## config.mk

```make
export PLATFORM = sky130hd
export DESIGN_NAME = cef_flag_bank
export DESIGN_NICKNAME = d
export VERILOG_FILES = /design/src/hw/cef_pkg.sv /design/src/hw/cef_flag_bank.sv
export SDC_FILE = /design/constraint.sdc
export NUM_CORES = 1
export LEC_CHECK = 0
export BUFFER_PORTS_ARGS = -buffer_cell sky130_fd_sc_hd__buf_4
export CAP_MARGIN = 10
export CORE_MARGIN = 4
export CORE_UTILIZATION = 50
export CTS_BUF_LIST = sky130_fd_sc_hd__clkbuf_16
export CTS_CLUSTER_SIZE = 24
export DETAILED_ROUTE_END_ITERATION = 8
export GPL_TIMING_DRIVEN = 1
export PLACE_DENSITY = 0.82
export SYNTH_ARGS = -nofsm -noshare
export SYNTH_HDL_FRONTEND = slang
export SYNTH_SLANG_ARGS = --single-unit
export TNS_END_PERCENT = 50
```

## constraint.sdc

```tcl
create_clock -name mclk_i -period 2.75 [get_ports mclk_i]
set_input_delay 0.55 -clock mclk_i [delete_from_list [all_inputs] [get_ports mclk_i]]
set_output_delay 0.55 -clock mclk_i [all_outputs]
set_load 0.05 [all_outputs]
```

## src/hw/cef_pkg.sv

```systemverilog
// Package for the charger event flag bank: addresses, bit layout, edge kinds and carriers
package cef_pkg;

   // Register addresses on the device register port
   localparam logic [7:0] ADDR_CHG_FLAGS_TWO = 8'h24;
   localparam logic [7:0] ADDR_CHG_FLAGS_THREE = 8'h25;
   localparam logic [7:0] ADDR_FAULT_FLAGS_ZERO = 8'h26;

   // Flag reset value and register width
   localparam int REG_W = 8;
   localparam int BANK_W = 24;
   localparam logic [7:0] FLAG_RESET = 8'h00;

   // Bit positions inside the charger flags two register
   localparam int B2_DATA_LINE_DONE = 6;
   localparam int B2_CONVERSION_DONE = 5;
   localparam int B2_MIN_SYS_REG = 4;
   localparam int B2_FAST_TMR = 3;
   localparam int B2_TRICKLE_TMR = 2;
   localparam int B2_PRECHG_TMR = 1;
   localparam int B2_TOP_OFF_TMR = 0;

   // Bit positions inside the charger flags three register
   localparam int B3_BAT_LOW_SRC = 4;
   localparam int B3_COLD = 3;
   localparam int B3_COOL = 2;
   localparam int B3_WARM = 1;
   localparam int B3_HOT = 0;

   // Bit positions inside the fault flags zero register
   localparam int BF_BAT_CUR_REG = 7;
   localparam int BF_BUS_OVP = 6;
   localparam int BF_BAT_OVP = 5;
   localparam int BF_IN_OCP = 4;
   localparam int BF_DIS_OCP = 3;
   localparam int BF_CONV_OCP = 2;
   localparam int BF_IN2_OVP = 1;
   localparam int BF_IN1_OVP = 0;

   // Bits that flag on any change rather than on a rising edge ({fault, three, two})
   localparam logic [23:0] ANY_EDGE_MASK = 24'h800F10;
   // Reserved bits, never set and always read as zero
   localparam logic [23:0] RSVD_MASK = 24'h00E080;

   // Condition levels from the charger core, one per flag
   typedef struct packed {
      logic data_line_detect_done;
      logic conversion_done;
      logic min_system_voltage_reg;
      logic fast_charge_expired;
      logic trickle_expired;
      logic precharge_expired;
      logic top_off_expired;
      logic battery_low_for_source;
      logic thermistor_cold;
      logic thermistor_cool;
      logic thermistor_warm;
      logic thermistor_hot;
      logic battery_current_reg;
      logic input_bus_ovp;
      logic battery_ovp;
      logic input_ocp;
      logic discharge_ocp;
      logic converter_ocp;
      logic second_input_ovp;
      logic first_input_ovp;
   } cef_cond_s;

   // The three flag registers as one bank
   typedef struct packed {
      logic [7:0] fault_event_flags_zero;
      logic [7:0] charger_event_flags_three;
      logic [7:0] charger_event_flags_two;
   } cef_bank_s;

   // Whole state of the flag bank
   typedef struct packed {
      logic [23:0] prev_lvl;
      cef_bank_s flags;
      logic primed;
      logic [7:0] rd_data;
      logic rd_valid;
      logic int_pulse;
   } cef_state_s;

endpackage : cef_pkg

```

## src/hw/cef_flag_bank.sv

```systemverilog
// Charger event flag bank: three read-to-clear event flag registers with interrupt pulse
`timescale 1ns/100ps
`default_nettype none

module cef_flag_bank
   import cef_pkg::*;
(
   input wire logic mclk_i,
   input wire logic arst_n_i,
   input wire cef_cond_s cond_i,
   input wire cef_bank_s mask_i,
   input wire logic rd_en_i,
   input wire logic [7:0] rd_addr_i,
   output logic [7:0] rd_data_o,
   output logic rd_valid_o,
   output logic int_pulse_o
);

   cef_state_s st_ff;
   cef_state_s nxt_st;
   logic [23:0] lvl;
   logic [23:0] evt;
   logic [23:0] rd_clr;
   logic [23:0] mask_vec;

   ////////////////////////////////////////////////////////////////////////////
   // Condition levels placed at their flag positions
   always_comb begin
      lvl = '0;
      lvl[B2_DATA_LINE_DONE] = cond_i.data_line_detect_done;
      lvl[B2_CONVERSION_DONE] = cond_i.conversion_done;
      lvl[B2_MIN_SYS_REG] = cond_i.min_system_voltage_reg;
      lvl[B2_FAST_TMR] = cond_i.fast_charge_expired;
      lvl[B2_TRICKLE_TMR] = cond_i.trickle_expired;
      lvl[B2_PRECHG_TMR] = cond_i.precharge_expired;
      lvl[B2_TOP_OFF_TMR] = cond_i.top_off_expired;
      lvl[REG_W + B3_BAT_LOW_SRC] = cond_i.battery_low_for_source;
      lvl[REG_W + B3_COLD] = cond_i.thermistor_cold;
      lvl[REG_W + B3_COOL] = cond_i.thermistor_cool;
      lvl[REG_W + B3_WARM] = cond_i.thermistor_warm;
      lvl[REG_W + B3_HOT] = cond_i.thermistor_hot;
      lvl[2*REG_W + BF_BAT_CUR_REG] = cond_i.battery_current_reg;
      lvl[2*REG_W + BF_BUS_OVP] = cond_i.input_bus_ovp;
      lvl[2*REG_W + BF_BAT_OVP] = cond_i.battery_ovp;
      lvl[2*REG_W + BF_IN_OCP] = cond_i.input_ocp;
      lvl[2*REG_W + BF_DIS_OCP] = cond_i.discharge_ocp;
      lvl[2*REG_W + BF_CONV_OCP] = cond_i.converter_ocp;
      lvl[2*REG_W + BF_IN2_OVP] = cond_i.second_input_ovp;
      lvl[2*REG_W + BF_IN1_OVP] = cond_i.first_input_ovp;
   end

   assign mask_vec = mask_i;

   ////////////////////////////////////////////////////////////////////////////
   // Per-bit event detection: rising edge or any change, reserved bits never fire
   for (genvar gi = 0; gi < BANK_W; gi++) begin : g_evt
      if (RSVD_MASK[gi]) begin : g_rsvd
         assign evt[gi] = 1'b0;
      end else if (ANY_EDGE_MASK[gi]) begin : g_any
         assign evt[gi] = st_ff.primed & (lvl[gi] ^ st_ff.prev_lvl[gi]);
      end else begin : g_rise
         assign evt[gi] = st_ff.primed & lvl[gi] & ~st_ff.prev_lvl[gi];
      end
   end

   ////////////////////////////////////////////////////////////////////////////
   // Read decode picks which register a read clears
   always_comb begin
      rd_clr = '0;
      if (rd_en_i && rd_addr_i == ADDR_CHG_FLAGS_TWO) begin
         rd_clr[7:0] = 8'hFF;
      end else if (rd_en_i && rd_addr_i == ADDR_CHG_FLAGS_THREE) begin
         rd_clr[15:8] = 8'hFF;
      end else if (rd_en_i && rd_addr_i == ADDR_FAULT_FLAGS_ZERO) begin
         rd_clr[23:16] = 8'hFF;
      end
   end

   ////////////////////////////////////////////////////////////////////////////
   // Next state: flags, read data and interrupt pulse
   always_comb begin
      nxt_st = st_ff;
      nxt_st.prev_lvl = lvl;
      nxt_st.primed = 1'b1;
      // A new event wins over the clear of the read in the same cycle
      nxt_st.flags = cef_bank_s'((st_ff.flags & ~rd_clr) | evt);
      nxt_st.rd_valid = rd_en_i;
      // Read returns the held flags; unmapped addresses read zero
      if (rd_en_i && rd_addr_i == ADDR_CHG_FLAGS_TWO) begin
         nxt_st.rd_data = st_ff.flags.charger_event_flags_two & ~RSVD_MASK[7:0];
      end else if (rd_en_i && rd_addr_i == ADDR_CHG_FLAGS_THREE) begin
         nxt_st.rd_data = st_ff.flags.charger_event_flags_three & ~RSVD_MASK[15:8];
      end else if (rd_en_i && rd_addr_i == ADDR_FAULT_FLAGS_ZERO) begin
         nxt_st.rd_data = st_ff.flags.fault_event_flags_zero;
      end else begin
         nxt_st.rd_data = FLAG_RESET;
      end
      nxt_st.int_pulse = |(evt & ~mask_vec);
   end

   ////////////////////////////////////////////////////////////////////////////
   // State register, all zero at reset
   always_ff @(posedge mclk_i or negedge arst_n_i) begin
      if (!arst_n_i) begin
         st_ff <= '0;
      end else begin
         st_ff <= nxt_st;
      end
   end

   assign rd_data_o = st_ff.rd_data;
   assign rd_valid_o = st_ff.rd_valid;
   assign int_pulse_o = st_ff.int_pulse;

   ////////////////////////////////////////////////////////////////////////////
   // Checks on flag behaviour
   property p_dl_done_sets;
      @(posedge mclk_i) disable iff (!arst_n_i)
      st_ff.primed && cond_i.data_line_detect_done && !st_ff.prev_lvl[B2_DATA_LINE_DONE]
      |=> st_ff.flags.charger_event_flags_two[B2_DATA_LINE_DONE];
   endproperty
   a_dl_done_sets: assert property (p_dl_done_sets) else $error("data line done flag not set");

   property p_min_sys_change;
      @(posedge mclk_i) disable iff (!arst_n_i)
      st_ff.primed && (cond_i.min_system_voltage_reg != st_ff.prev_lvl[B2_MIN_SYS_REG])
      |=> st_ff.flags.charger_event_flags_two[B2_MIN_SYS_REG];
   endproperty
   a_min_sys_change: assert property (p_min_sys_change) else $error("min system flag missed change");

   property p_fast_tmr_rise;
      @(posedge mclk_i) disable iff (!arst_n_i)
      st_ff.primed && $rose(cond_i.fast_charge_expired) |=> st_ff.flags.charger_event_flags_two[B2_FAST_TMR];
   endproperty
   a_fast_tmr_rise: assert property (p_fast_tmr_rise) else $error("fast timer flag missed");

   property p_fast_tmr_fall_quiet;
      @(posedge mclk_i) disable iff (!arst_n_i)
      !st_ff.flags.charger_event_flags_two[B2_FAST_TMR] && !lvl[B2_FAST_TMR]
      |=> !st_ff.flags.charger_event_flags_two[B2_FAST_TMR];
   endproperty
   a_fast_tmr_fall_quiet: assert property (p_fast_tmr_fall_quiet) else $error("fast timer flag set without edge");

   property p_cold_cross;
      @(posedge mclk_i) disable iff (!arst_n_i)
      st_ff.primed && (cond_i.thermistor_cold != st_ff.prev_lvl[REG_W + B3_COLD])
      |=> st_ff.flags.charger_event_flags_three[B3_COLD];
   endproperty
   a_cold_cross: assert property (p_cold_cross) else $error("cold flag missed crossing");

   property p_bat_cur_change;
      @(posedge mclk_i) disable iff (!arst_n_i)
      st_ff.primed && $changed(cond_i.battery_current_reg) && $past(st_ff.primed)
      |=> st_ff.flags.fault_event_flags_zero[BF_BAT_CUR_REG];
   endproperty
   a_bat_cur_change: assert property (p_bat_cur_change) else $error("battery current flag missed");

   property p_bus_ovp_rise;
      @(posedge mclk_i) disable iff (!arst_n_i)
      st_ff.primed && cond_i.input_bus_ovp && !st_ff.prev_lvl[2*REG_W + BF_BUS_OVP]
      ##1 !(rd_en_i && rd_addr_i == ADDR_FAULT_FLAGS_ZERO)
      |-> st_ff.flags.fault_event_flags_zero[BF_BUS_OVP] [*2];
   endproperty
   a_bus_ovp_rise: assert property (p_bus_ovp_rise) else $error("bus over-voltage flag not held");

   // Reserved bits stay clear in the bank and in what a read of either charger register returns
   property p_rsvd_zero;
      @(posedge mclk_i) disable iff (!arst_n_i)
      rd_en_i && rd_addr_i == ADDR_CHG_FLAGS_THREE
      |=> rd_valid_o && (rd_data_o & RSVD_MASK[15:8]) == 8'h00 && (st_ff.flags & RSVD_MASK) == 24'h000000;
   endproperty
   a_rsvd_zero: assert property (p_rsvd_zero) else $error("reserved bit seen set");

   property p_rsvd_two;
      @(posedge mclk_i) disable iff (!arst_n_i)
      rd_en_i && rd_addr_i == ADDR_CHG_FLAGS_TWO |=> rd_valid_o && (rd_data_o & RSVD_MASK[7:0]) == 8'h00;
   endproperty
   a_rsvd_two: assert property (p_rsvd_two) else $error("reserved bit read as one");

   property p_read_returns;
      @(posedge mclk_i) disable iff (!arst_n_i)
      rd_en_i && rd_addr_i == ADDR_CHG_FLAGS_THREE |=> rd_valid_o && rd_data_o == $past(st_ff.flags[15:8]);
   endproperty
   a_read_returns: assert property (p_read_returns) else $error("read data mismatch");

   property p_read_clears;
      @(posedge mclk_i) disable iff (!arst_n_i)
      rd_en_i && rd_addr_i == ADDR_CHG_FLAGS_TWO && evt[7:0] == 8'h00
      |=> st_ff.flags.charger_event_flags_two == 8'h00;
   endproperty
   a_read_clears: assert property (p_read_clears) else $error("flag not cleared by read");

   property p_int_masked;
      @(posedge mclk_i) disable iff (!arst_n_i)
      (evt & ~mask_vec) == 24'h000000 |=> !int_pulse_o;
   endproperty
   a_int_masked: assert property (p_int_masked) else $error("pulse from masked event");

   property p_int_unmasked;
      @(posedge mclk_i) disable iff (!arst_n_i)
      (evt & ~mask_vec) != 24'h000000 |=> int_pulse_o;
   endproperty
   a_int_unmasked: assert property (p_int_unmasked) else $error("unmasked event gave no pulse");

   ////////////////////////////////////////////////////////////////////////////
   // Set checks for the remaining flags except conversion done, one per event source
   property p_trickle_rise;
      @(posedge mclk_i) disable iff (!arst_n_i)
      st_ff.primed && $rose(cond_i.trickle_expired)
      |=> st_ff.flags.charger_event_flags_two[B2_TRICKLE_TMR];
   endproperty
   a_trickle_rise: assert property (p_trickle_rise) else $error("trickle timer flag missed");

   property p_precharge_rise;
      @(posedge mclk_i) disable iff (!arst_n_i)
      st_ff.primed && $rose(cond_i.precharge_expired)
      |=> st_ff.flags.charger_event_flags_two[B2_PRECHG_TMR];
   endproperty
   a_precharge_rise: assert property (p_precharge_rise) else $error("pre-charge timer flag missed");

   property p_top_off_rise;
      @(posedge mclk_i) disable iff (!arst_n_i)
      st_ff.primed && $rose(cond_i.top_off_expired)
      |=> st_ff.flags.charger_event_flags_two[B2_TOP_OFF_TMR];
   endproperty
   a_top_off_rise: assert property (p_top_off_rise) else $error("top-off timer flag missed");

   property p_bat_low_rise;
      @(posedge mclk_i) disable iff (!arst_n_i)
      st_ff.primed && $rose(cond_i.battery_low_for_source)
      |=> st_ff.flags.charger_event_flags_three[B3_BAT_LOW_SRC];
   endproperty
   a_bat_low_rise: assert property (p_bat_low_rise) else $error("battery low flag missed");

   property p_cool_cross;
      @(posedge mclk_i) disable iff (!arst_n_i)
      st_ff.primed && $changed(cond_i.thermistor_cool)
      |=> st_ff.flags.charger_event_flags_three[B3_COOL];
   endproperty
   a_cool_cross: assert property (p_cool_cross) else $error("cool flag missed crossing");

   property p_warm_cross;
      @(posedge mclk_i) disable iff (!arst_n_i)
      st_ff.primed && $changed(cond_i.thermistor_warm)
      |=> st_ff.flags.charger_event_flags_three[B3_WARM];
   endproperty
   a_warm_cross: assert property (p_warm_cross) else $error("warm flag missed crossing");

   property p_hot_cross;
      @(posedge mclk_i) disable iff (!arst_n_i)
      st_ff.primed && $changed(cond_i.thermistor_hot)
      |=> st_ff.flags.charger_event_flags_three[B3_HOT];
   endproperty
   a_hot_cross: assert property (p_hot_cross) else $error("hot flag missed crossing");

   property p_in2_ovp_rise;
      @(posedge mclk_i) disable iff (!arst_n_i)
      st_ff.primed && $rose(cond_i.second_input_ovp)
      |=> st_ff.flags.fault_event_flags_zero[BF_IN2_OVP];
   endproperty
   a_in2_ovp_rise: assert property (p_in2_ovp_rise) else $error("second input over-voltage flag missed");

   property p_in1_ovp_rise;
      @(posedge mclk_i) disable iff (!arst_n_i)
      st_ff.primed && $rose(cond_i.first_input_ovp)
      |=> st_ff.flags.fault_event_flags_zero[BF_IN1_OVP];
   endproperty
   a_in1_ovp_rise: assert property (p_in1_ovp_rise) else $error("first input over-voltage flag missed");

   property p_bat_ovp_rise;
      @(posedge mclk_i) disable iff (!arst_n_i)
      st_ff.primed && $rose(cond_i.battery_ovp)
      |=> st_ff.flags.fault_event_flags_zero[BF_BAT_OVP];
   endproperty
   a_bat_ovp_rise: assert property (p_bat_ovp_rise) else $error("battery over-voltage flag missed");

   property p_in_ocp_rise;
      @(posedge mclk_i) disable iff (!arst_n_i)
      st_ff.primed && $rose(cond_i.input_ocp)
      |=> st_ff.flags.fault_event_flags_zero[BF_IN_OCP];
   endproperty
   a_in_ocp_rise: assert property (p_in_ocp_rise) else $error("input over-current flag missed");

   property p_dis_ocp_rise;
      @(posedge mclk_i) disable iff (!arst_n_i)
      st_ff.primed && $rose(cond_i.discharge_ocp)
      |=> st_ff.flags.fault_event_flags_zero[BF_DIS_OCP];
   endproperty
   a_dis_ocp_rise: assert property (p_dis_ocp_rise) else $error("discharge over-current flag missed");

   property p_conv_ocp_rise;
      @(posedge mclk_i) disable iff (!arst_n_i)
      st_ff.primed && $rose(cond_i.converter_ocp)
      |=> st_ff.flags.fault_event_flags_zero[BF_CONV_OCP];
   endproperty
   a_conv_ocp_rise: assert property (p_conv_ocp_rise) else $error("converter over-current flag missed");

   // Nothing flags or pulses on the edge that only captures levels after reset
   property p_reset_quiet;
      @(posedge mclk_i) disable iff (!arst_n_i)
      !st_ff.primed |=> st_ff.flags == 24'h000000 && !int_pulse_o;
   endproperty
   a_reset_quiet: assert property (p_reset_quiet) else $error("flag or pulse right after reset");

   // An event in the cycle of its register's read survives the clear
   property p_set_wins;
      @(posedge mclk_i) disable iff (!arst_n_i)
      (rd_clr & evt) != 24'h000000
      |=> (st_ff.flags & $past(rd_clr) & $past(evt)) == ($past(rd_clr) & $past(evt));
   endproperty
   a_set_wins: assert property (p_set_wins) else $error("same-cycle event lost to read clear");

   // Held flags of the temperature register survive every cycle without a read of it
   property p_three_holds;
      @(posedge mclk_i) disable iff (!arst_n_i)
      !(rd_en_i && rd_addr_i == ADDR_CHG_FLAGS_THREE)
      |=> (st_ff.flags.charger_event_flags_three & $past(st_ff.flags[15:8])) == $past(st_ff.flags[15:8]);
   endproperty
   a_three_holds: assert property (p_three_holds) else $error("held flag lost without a read");

   // Main scenarios
   c_timer_read: cover property (@(posedge mclk_i) disable iff (!arst_n_i)
      $rose(st_ff.flags.charger_event_flags_two[B2_TOP_OFF_TMR]) ##[1:20] rd_en_i);
   c_set_and_clear: cover property (@(posedge mclk_i) disable iff (!arst_n_i)
      rd_en_i && (rd_clr & evt) != 24'h000000);
   c_masked_event: cover property (@(posedge mclk_i) disable iff (!arst_n_i)
      evt != 24'h000000 && (evt & ~mask_vec) == 24'h000000);
   c_fault_pulse: cover property (@(posedge mclk_i) disable iff (!arst_n_i)
      int_pulse_o && st_ff.flags.fault_event_flags_zero != 8'h00);
   c_reset_levels_high: cover property (@(posedge mclk_i) disable iff (!arst_n_i)
      !st_ff.primed && lvl != 24'h000000);

endmodule : cef_flag_bank

`default_nettype wire

```

; ---- After elaboration in Yosys (flattened, before gate mapping)
; Index checks and enable logic that the tools add are counted.
[totals]
register_bits = 55
inputBits = 55
output_inout_bits = 10
elab_cells = 82
[op_classes]
n_mux = 8
n_eq_ne = 3
reduce_logical = 4
bitwise = 59
[op_table]
columns = cell, n
row1 = $mux W8, 7
row2 = $and A24 B24 Y24, 2
row3 = $not A24 Y24, 2
row4 = $and A1 B1 Y1, 34
row5 = $eq A8 B6 Y1 const B, 3
row6 = $or A24 B24 Y24, 1
row7 = $reduce_or A24 Y1, 1
row8 = $mux W16, 1
row9 = $not A1 Y1, 14
row10 = $xor A1 B1 Y1, 6
row11 = $logic_and A1 B1 Y1, 3

; ---- Depth between registers and ports, before layout
[depth]
word_depth = 8
depth_mapped = 5
depth_no_buf = 4

; ---- Least setup slack after synthesis
; OpenSTA, ideal clock, no wires.
[synth_path]
path_kind = input to register
startpoint = input rd_addr_i[6]
endpoint = register st_ff[32] in the netlist's numbering
required_ps = 2628
path_slack_ps = 1023
setup_ps = 122
path_buffers = 1
arrival_time_ps = 1606
cell_stages = 5
path_cell_list = nand2b_1 > nor4_2 > nand3_1 > clkbuf_1 > a32o_1
[synth_rtl]
columns = item, line_no
row1 = from (decl), cef_flag_bank.sv:13  ; input wire logic [7:0] rd_addr_i,
row2 = to (signal assigned), cef_flag_bank.sv:107  ; st_ff <= nxt_st;
row3 = to (decl), cef_flag_bank.sv:19  ; cef_state_s st_ff;

==> results.md <==
Status:
- The run finished with clean final reports.

Setup path:
- At the worst endpoint, the required time is 2900 ps.
- The data arrival time at the worst-slack endpoint is 2240 ps.
- The critical-path maximum fanout is 23.
- The capturing point of the worst reg2reg path is int_pulse_o$_DFF_PN0_.
- By startpoint and endpoint, the worst setup path is classified as reg2reg.
- The worst setup path is launched from a register.
- In this run the critical register-to-register path is launched from st_ff[10]$_DFF_PN0_.
- The setup slack on the worst flop-to-flop path is 660 ps.
- The depth of the most critical reg-to-reg path is 4.
- The sort of element at the end of the critical path is a register.

Clock tree:
- Clock-pin slew was measured on the worst setup and hold paths at 60 ps.
- Hold repair after CTS inserted 0 buffers.
- TritonCTS built the clock tree.
- The number of H-tree branching levels is 2.
- The number of CTS-inserted buffers is 5.
- The later-pin clock latency in the skew report is 280 ps.
- No sink is reached through more buffers than the 2 on the longest clock path.
- The number of setup buffers added after CTS is 0.
- The root cell of the clock tree is sky130_fd_sc_hd__clkbuf_16.
- Counting every sink on the clock net gives 51.
- The number of cells upsized or downsized after cts is 0.

Synthesis:
- The area share of the largest cell type after synthesis is 61.8%.
- The post-synthesis sequential element count is 51.
- sky130_fd_sc_hd__dfrtp_1 takes more of the synthesized area than any other cell.
- The share of the yosys chip area belonging to registers is 61.8%.
- The fraction of registers with async set or reset after synthesis is 100%.
- The count of flip-flops with a built-in enable after synthesis is 0.
- The most used flip-flop cell after synthesis is sky130_fd_sc_hd__dfrtp_1.
- The number of distinct standard cells referenced by the synthesized netlist is 31.
- A synthesized cell averages 12.4 um^2.
- The warning count from the yosys run is 0.
- The number of standard cells after synthesis is 166.
- The netlist area before placement is 0.00206 mm^2.
- The net count of the mapped netlist is 221.
- Ranked by total cell area, the synthesized netlist is headed by sky130_fd_sc_hd__dfrtp_1, sky130_fd_sc_hd__o2bb2ai_1, sky130_fd_sc_hd__nor4bb_1.

Detailed routing:
- For this run, design rule violations remaining after detail routing come to 0.
- The count of routing violations after the opening detailed-route iteration is 53.
- The routed layout has 1438 vias.
- The post-route antenna net violation count is 0.
- The average wire length per cell after detail routing is 16.3 um.
- The aggregate routed wire length is 4.39 mm.
- The via-per-instance ratio is 5.35.
- The first detailed-routing pass took 4 iterations.

Timing:
- The remaining max-slew budget at the tightest pin is 54.4%.
- Across the routed clock network, the largest skew measured is 2.89 ps.
- The final count of pins violating max slew came to 0.
- The maximum frequency from static timing analysis is 479 MHz.
- The transition time at the pin with the least slew margin is 684 ps.
- The count of endpoints failing hold in the final timing report came to 0.
- Setup repair after global routing left no endpoint under its margin.
- Setup violations remaining at the end of the flow were counted as 0.
- The routed design could run at a clock period as short as 2090 ps.
- The final cycle utilization of the critical path is 75.9%.
- After routing, the total negative slack on setup checks comes to 0 ps.

Die:
- The die width is 72.3 um.
- The count of boundary I/O pins is 65.
- The die footprint is 0.00522 mm^2.
- The floorplan step defined a core boundary enclosing 0.00400 mm^2.
- The effective utilization at floorplan is 51.6%.
- After floorplanning, the core was divided into 23 placement rows.
- The overall die height is 72.3 um.

GRT:
- For this run the aggregate overflow at the end of global routing stands at 0.
- The initial antenna violation count is 0.
- Across every metal layer, demand over resource in global routing totals 18.6%.
- The via count of the first global-routing pass is 1499.
- The wire length of the first global-routing pass is 7.14 mm.
- The maximum number of pins on one net before global-route repair is 52.

Place:
- Once detailed placement completed, the half-perimeter wirelength came to 3.17 mm.
- The last weighted congestion value of the routability-driven placer is 0.787.
- Once placement completed, the tool counted placed cells totaling 263.
- In this run the tool buffered the top-level ports with 60 buffer cells.

Layout:
- The number of fill cells is 322.
- The synthesis-to-finish area growth is 27.0%.
- The area of the multi-input gates is 659 um^2.
- Across the whole layout, storage elements account for 0.00128 mm^2.
- The post-layout instance count excluding filler cells is 269.
- Cells with a size suffix above 1 make up 31.1% of the layout.
- For this run, the post-layout net count is 275.
- The diode insertion count for antenna repair is 0.

Pwr:
- IR analysis of the VDD net gives a maximum drop of 454 uV.
- Power spread over the standard cell area amounts to 572 mW/mm^2.
- The total leakage power is 1.25 nW.

Run:
- Max-cap violations in this run came to 0.

Min path:
- The class of the most critical hold timing path is in2async.
-- final cells by class --
cell class / instances / share of cell area (%)
clock buffer: 5 / 4.77
clock inverter: 1 / 0.143
inverter: 10 / 1.43
multi-input combinational: 91 / 25.1
sequential: 51 / 48.7
tap: 50 / 2.39
timing repair buffer: 61 / 17.5
-- cells by family (layout without fill, tap and decap cells) --
logic type | after synthesis | after routing | share of synthesized area, %
flops | 51 | 51 | 61.8
mux | 5 | 5 | 2.42
compound gates | 33 | 33 | 12.6
simple gates | 46 | 46 | 14.2
xor+xnor | 6 | 6 | 2.55
buf+inv | 24 | 77 | 6.24
other cells | 1 | 1 | 0.182
-- report_power, final --
group,internal (mW),leakage (nW),total (mW),switching [mW]
combinational,0.0765,0.632,0.145,0.0682
sequential,0.774,0.554,0.790,0.0164
clock,0.323,0.0669,0.566,0.243
total,1.17,1.25,1.50,0.327
-- sequential cells by signal (all words and copies together) (netlist names) --
name / cells
st_ff: 41
rd_data_o: 8
int_pulse_o: 1
rd_valid_o: 1
-- layout by cell type (no fill, tap or decap) --
cell type                   netlist  routed
sky130_fd_sc_hd__a22o_1           2       2
sky130_fd_sc_hd__a32o_1           2       2
sky130_fd_sc_hd__and3_1           1       1
sky130_fd_sc_hd__buf_4            8      61
sky130_fd_sc_hd__clkbuf_16        0       5
sky130_fd_sc_hd__conb_1           1       1
sky130_fd_sc_hd__dfrtp_1         51      51
sky130_fd_sc_hd__inv_1           10      11
sky130_fd_sc_hd__mux2i_1          5       5
sky130_fd_sc_hd__nand2_1         19      19
sky130_fd_sc_hd__nand2b_1         2       2
sky130_fd_sc_hd__nand3_1          3       3
sky130_fd_sc_hd__nand3b_1         1       1
sky130_fd_sc_hd__nand4_1          1       1
sky130_fd_sc_hd__nor2_1           1       1
sky130_fd_sc_hd__nor2b_1          2       2
sky130_fd_sc_hd__nor3_1           1       1
sky130_fd_sc_hd__nor4_1           1       1
sky130_fd_sc_hd__nor4_2           2       2
sky130_fd_sc_hd__nor4bb_1         8       8
sky130_fd_sc_hd__o21ai_0          7       7
sky130_fd_sc_hd__o221ai_1         1       1
sky130_fd_sc_hd__o22ai_1          2       2
sky130_fd_sc_hd__o2bb2ai_1       16      16
sky130_fd_sc_hd__o31a_1           3       3
sky130_fd_sc_hd__or4_1            1       1
sky130_fd_sc_hd__or4bb_1          3       3
sky130_fd_sc_hd__xor2_1           6       6
-- synthesized netlist by cell type (2+ instances only) --
library cell / count
sky130_fd_sc_hd__dfrtp_1: 51
sky130_fd_sc_hd__nand2_1: 19
sky130_fd_sc_hd__o2bb2ai_1: 16
sky130_fd_sc_hd__inv_1: 10
sky130_fd_sc_hd__buf_4: 8
sky130_fd_sc_hd__nor4bb_1: 8
sky130_fd_sc_hd__o21ai_0: 7
sky130_fd_sc_hd__xor2_1: 6
sky130_fd_sc_hd__mux2i_1: 5
sky130_fd_sc_hd__clkbuf_1: 3
sky130_fd_sc_hd__nand3_1: 3
sky130_fd_sc_hd__o31a_1: 3
sky130_fd_sc_hd__or4bb_1: 3
sky130_fd_sc_hd__a22o_1: 2
sky130_fd_sc_hd__a32o_1: 2
sky130_fd_sc_hd__nand2b_1: 2
sky130_fd_sc_hd__nor2b_1: 2
sky130_fd_sc_hd__nor4_2: 2
sky130_fd_sc_hd__o22ai_1: 2
-- layer usage --
| metal | wire, um | track usage [%] | vias to the layer above |
|---|---|---|---|
| met5 | 0 | 0 | - |
| met4 | 46 | 6.47 | 0 |
| met3 | 290 | 7.48 | 6 |
| met2 | 2250 | 30.4 | 40 |
| met1 | 1800 | 22.3 | 695 |
| li1 | - | - | 697 |
-- worst max-delay path, stage by stage (launching register included) --
cell and delay [ps]:
sky130_fd_sc_hd__dfrtp_1 640, sky130_fd_sc_hd__nor4bb_1 270, sky130_fd_sc_hd__nor4_1 340, sky130_fd_sc_hd__nand4_1 160, sky130_fd_sc_hd__or4_1 540
-- per-stage QoR --
stage	util [%]	setup slack [ps]	instance area, um^2	hold WS, ps	power (mW)
floorplan	-	1020	2060	254	0.857
global placement	62.3	605	2490	415	0.946
detailed placement	62.3	580	2490	424	0.951
CTS	65.6	672	2620	299	1.51
global route	65.6	585	2620	326	1.56
finish	65.6	664	2620	273	1.50
-- worst max-delay path by stage --
| stage | slack [ps] | start | depth (start not counted) | to |
|---|---|---|---|---|
| 2_1_floorplan | 1020 | rd_addr_i[6] | 5 | st_ff[32]$_DFF_PN0_ |
| 3_3_place_gp | 600 | rd_addr_i[6] | 5 | st_ff[34]$_DFF_PN0_ |
| 3_5_place_dp | 580 | rd_addr_i[6] | 5 | st_ff[34]$_DFF_PN0_ |
| 4_1_cts | 670 | st_ff[10]$_DFF_PN0_ | 4 | int_pulse_o$_DFF_PN0_ |
| 5_1_grt | 590 | st_ff[10]$_DFF_PN0_ | 4 | int_pulse_o$_DFF_PN0_ |
| 6_report | 660 | st_ff[10]$_DFF_PN0_ | 4 | int_pulse_o$_DFF_PN0_ |
(Power assumes the default switching activity.)
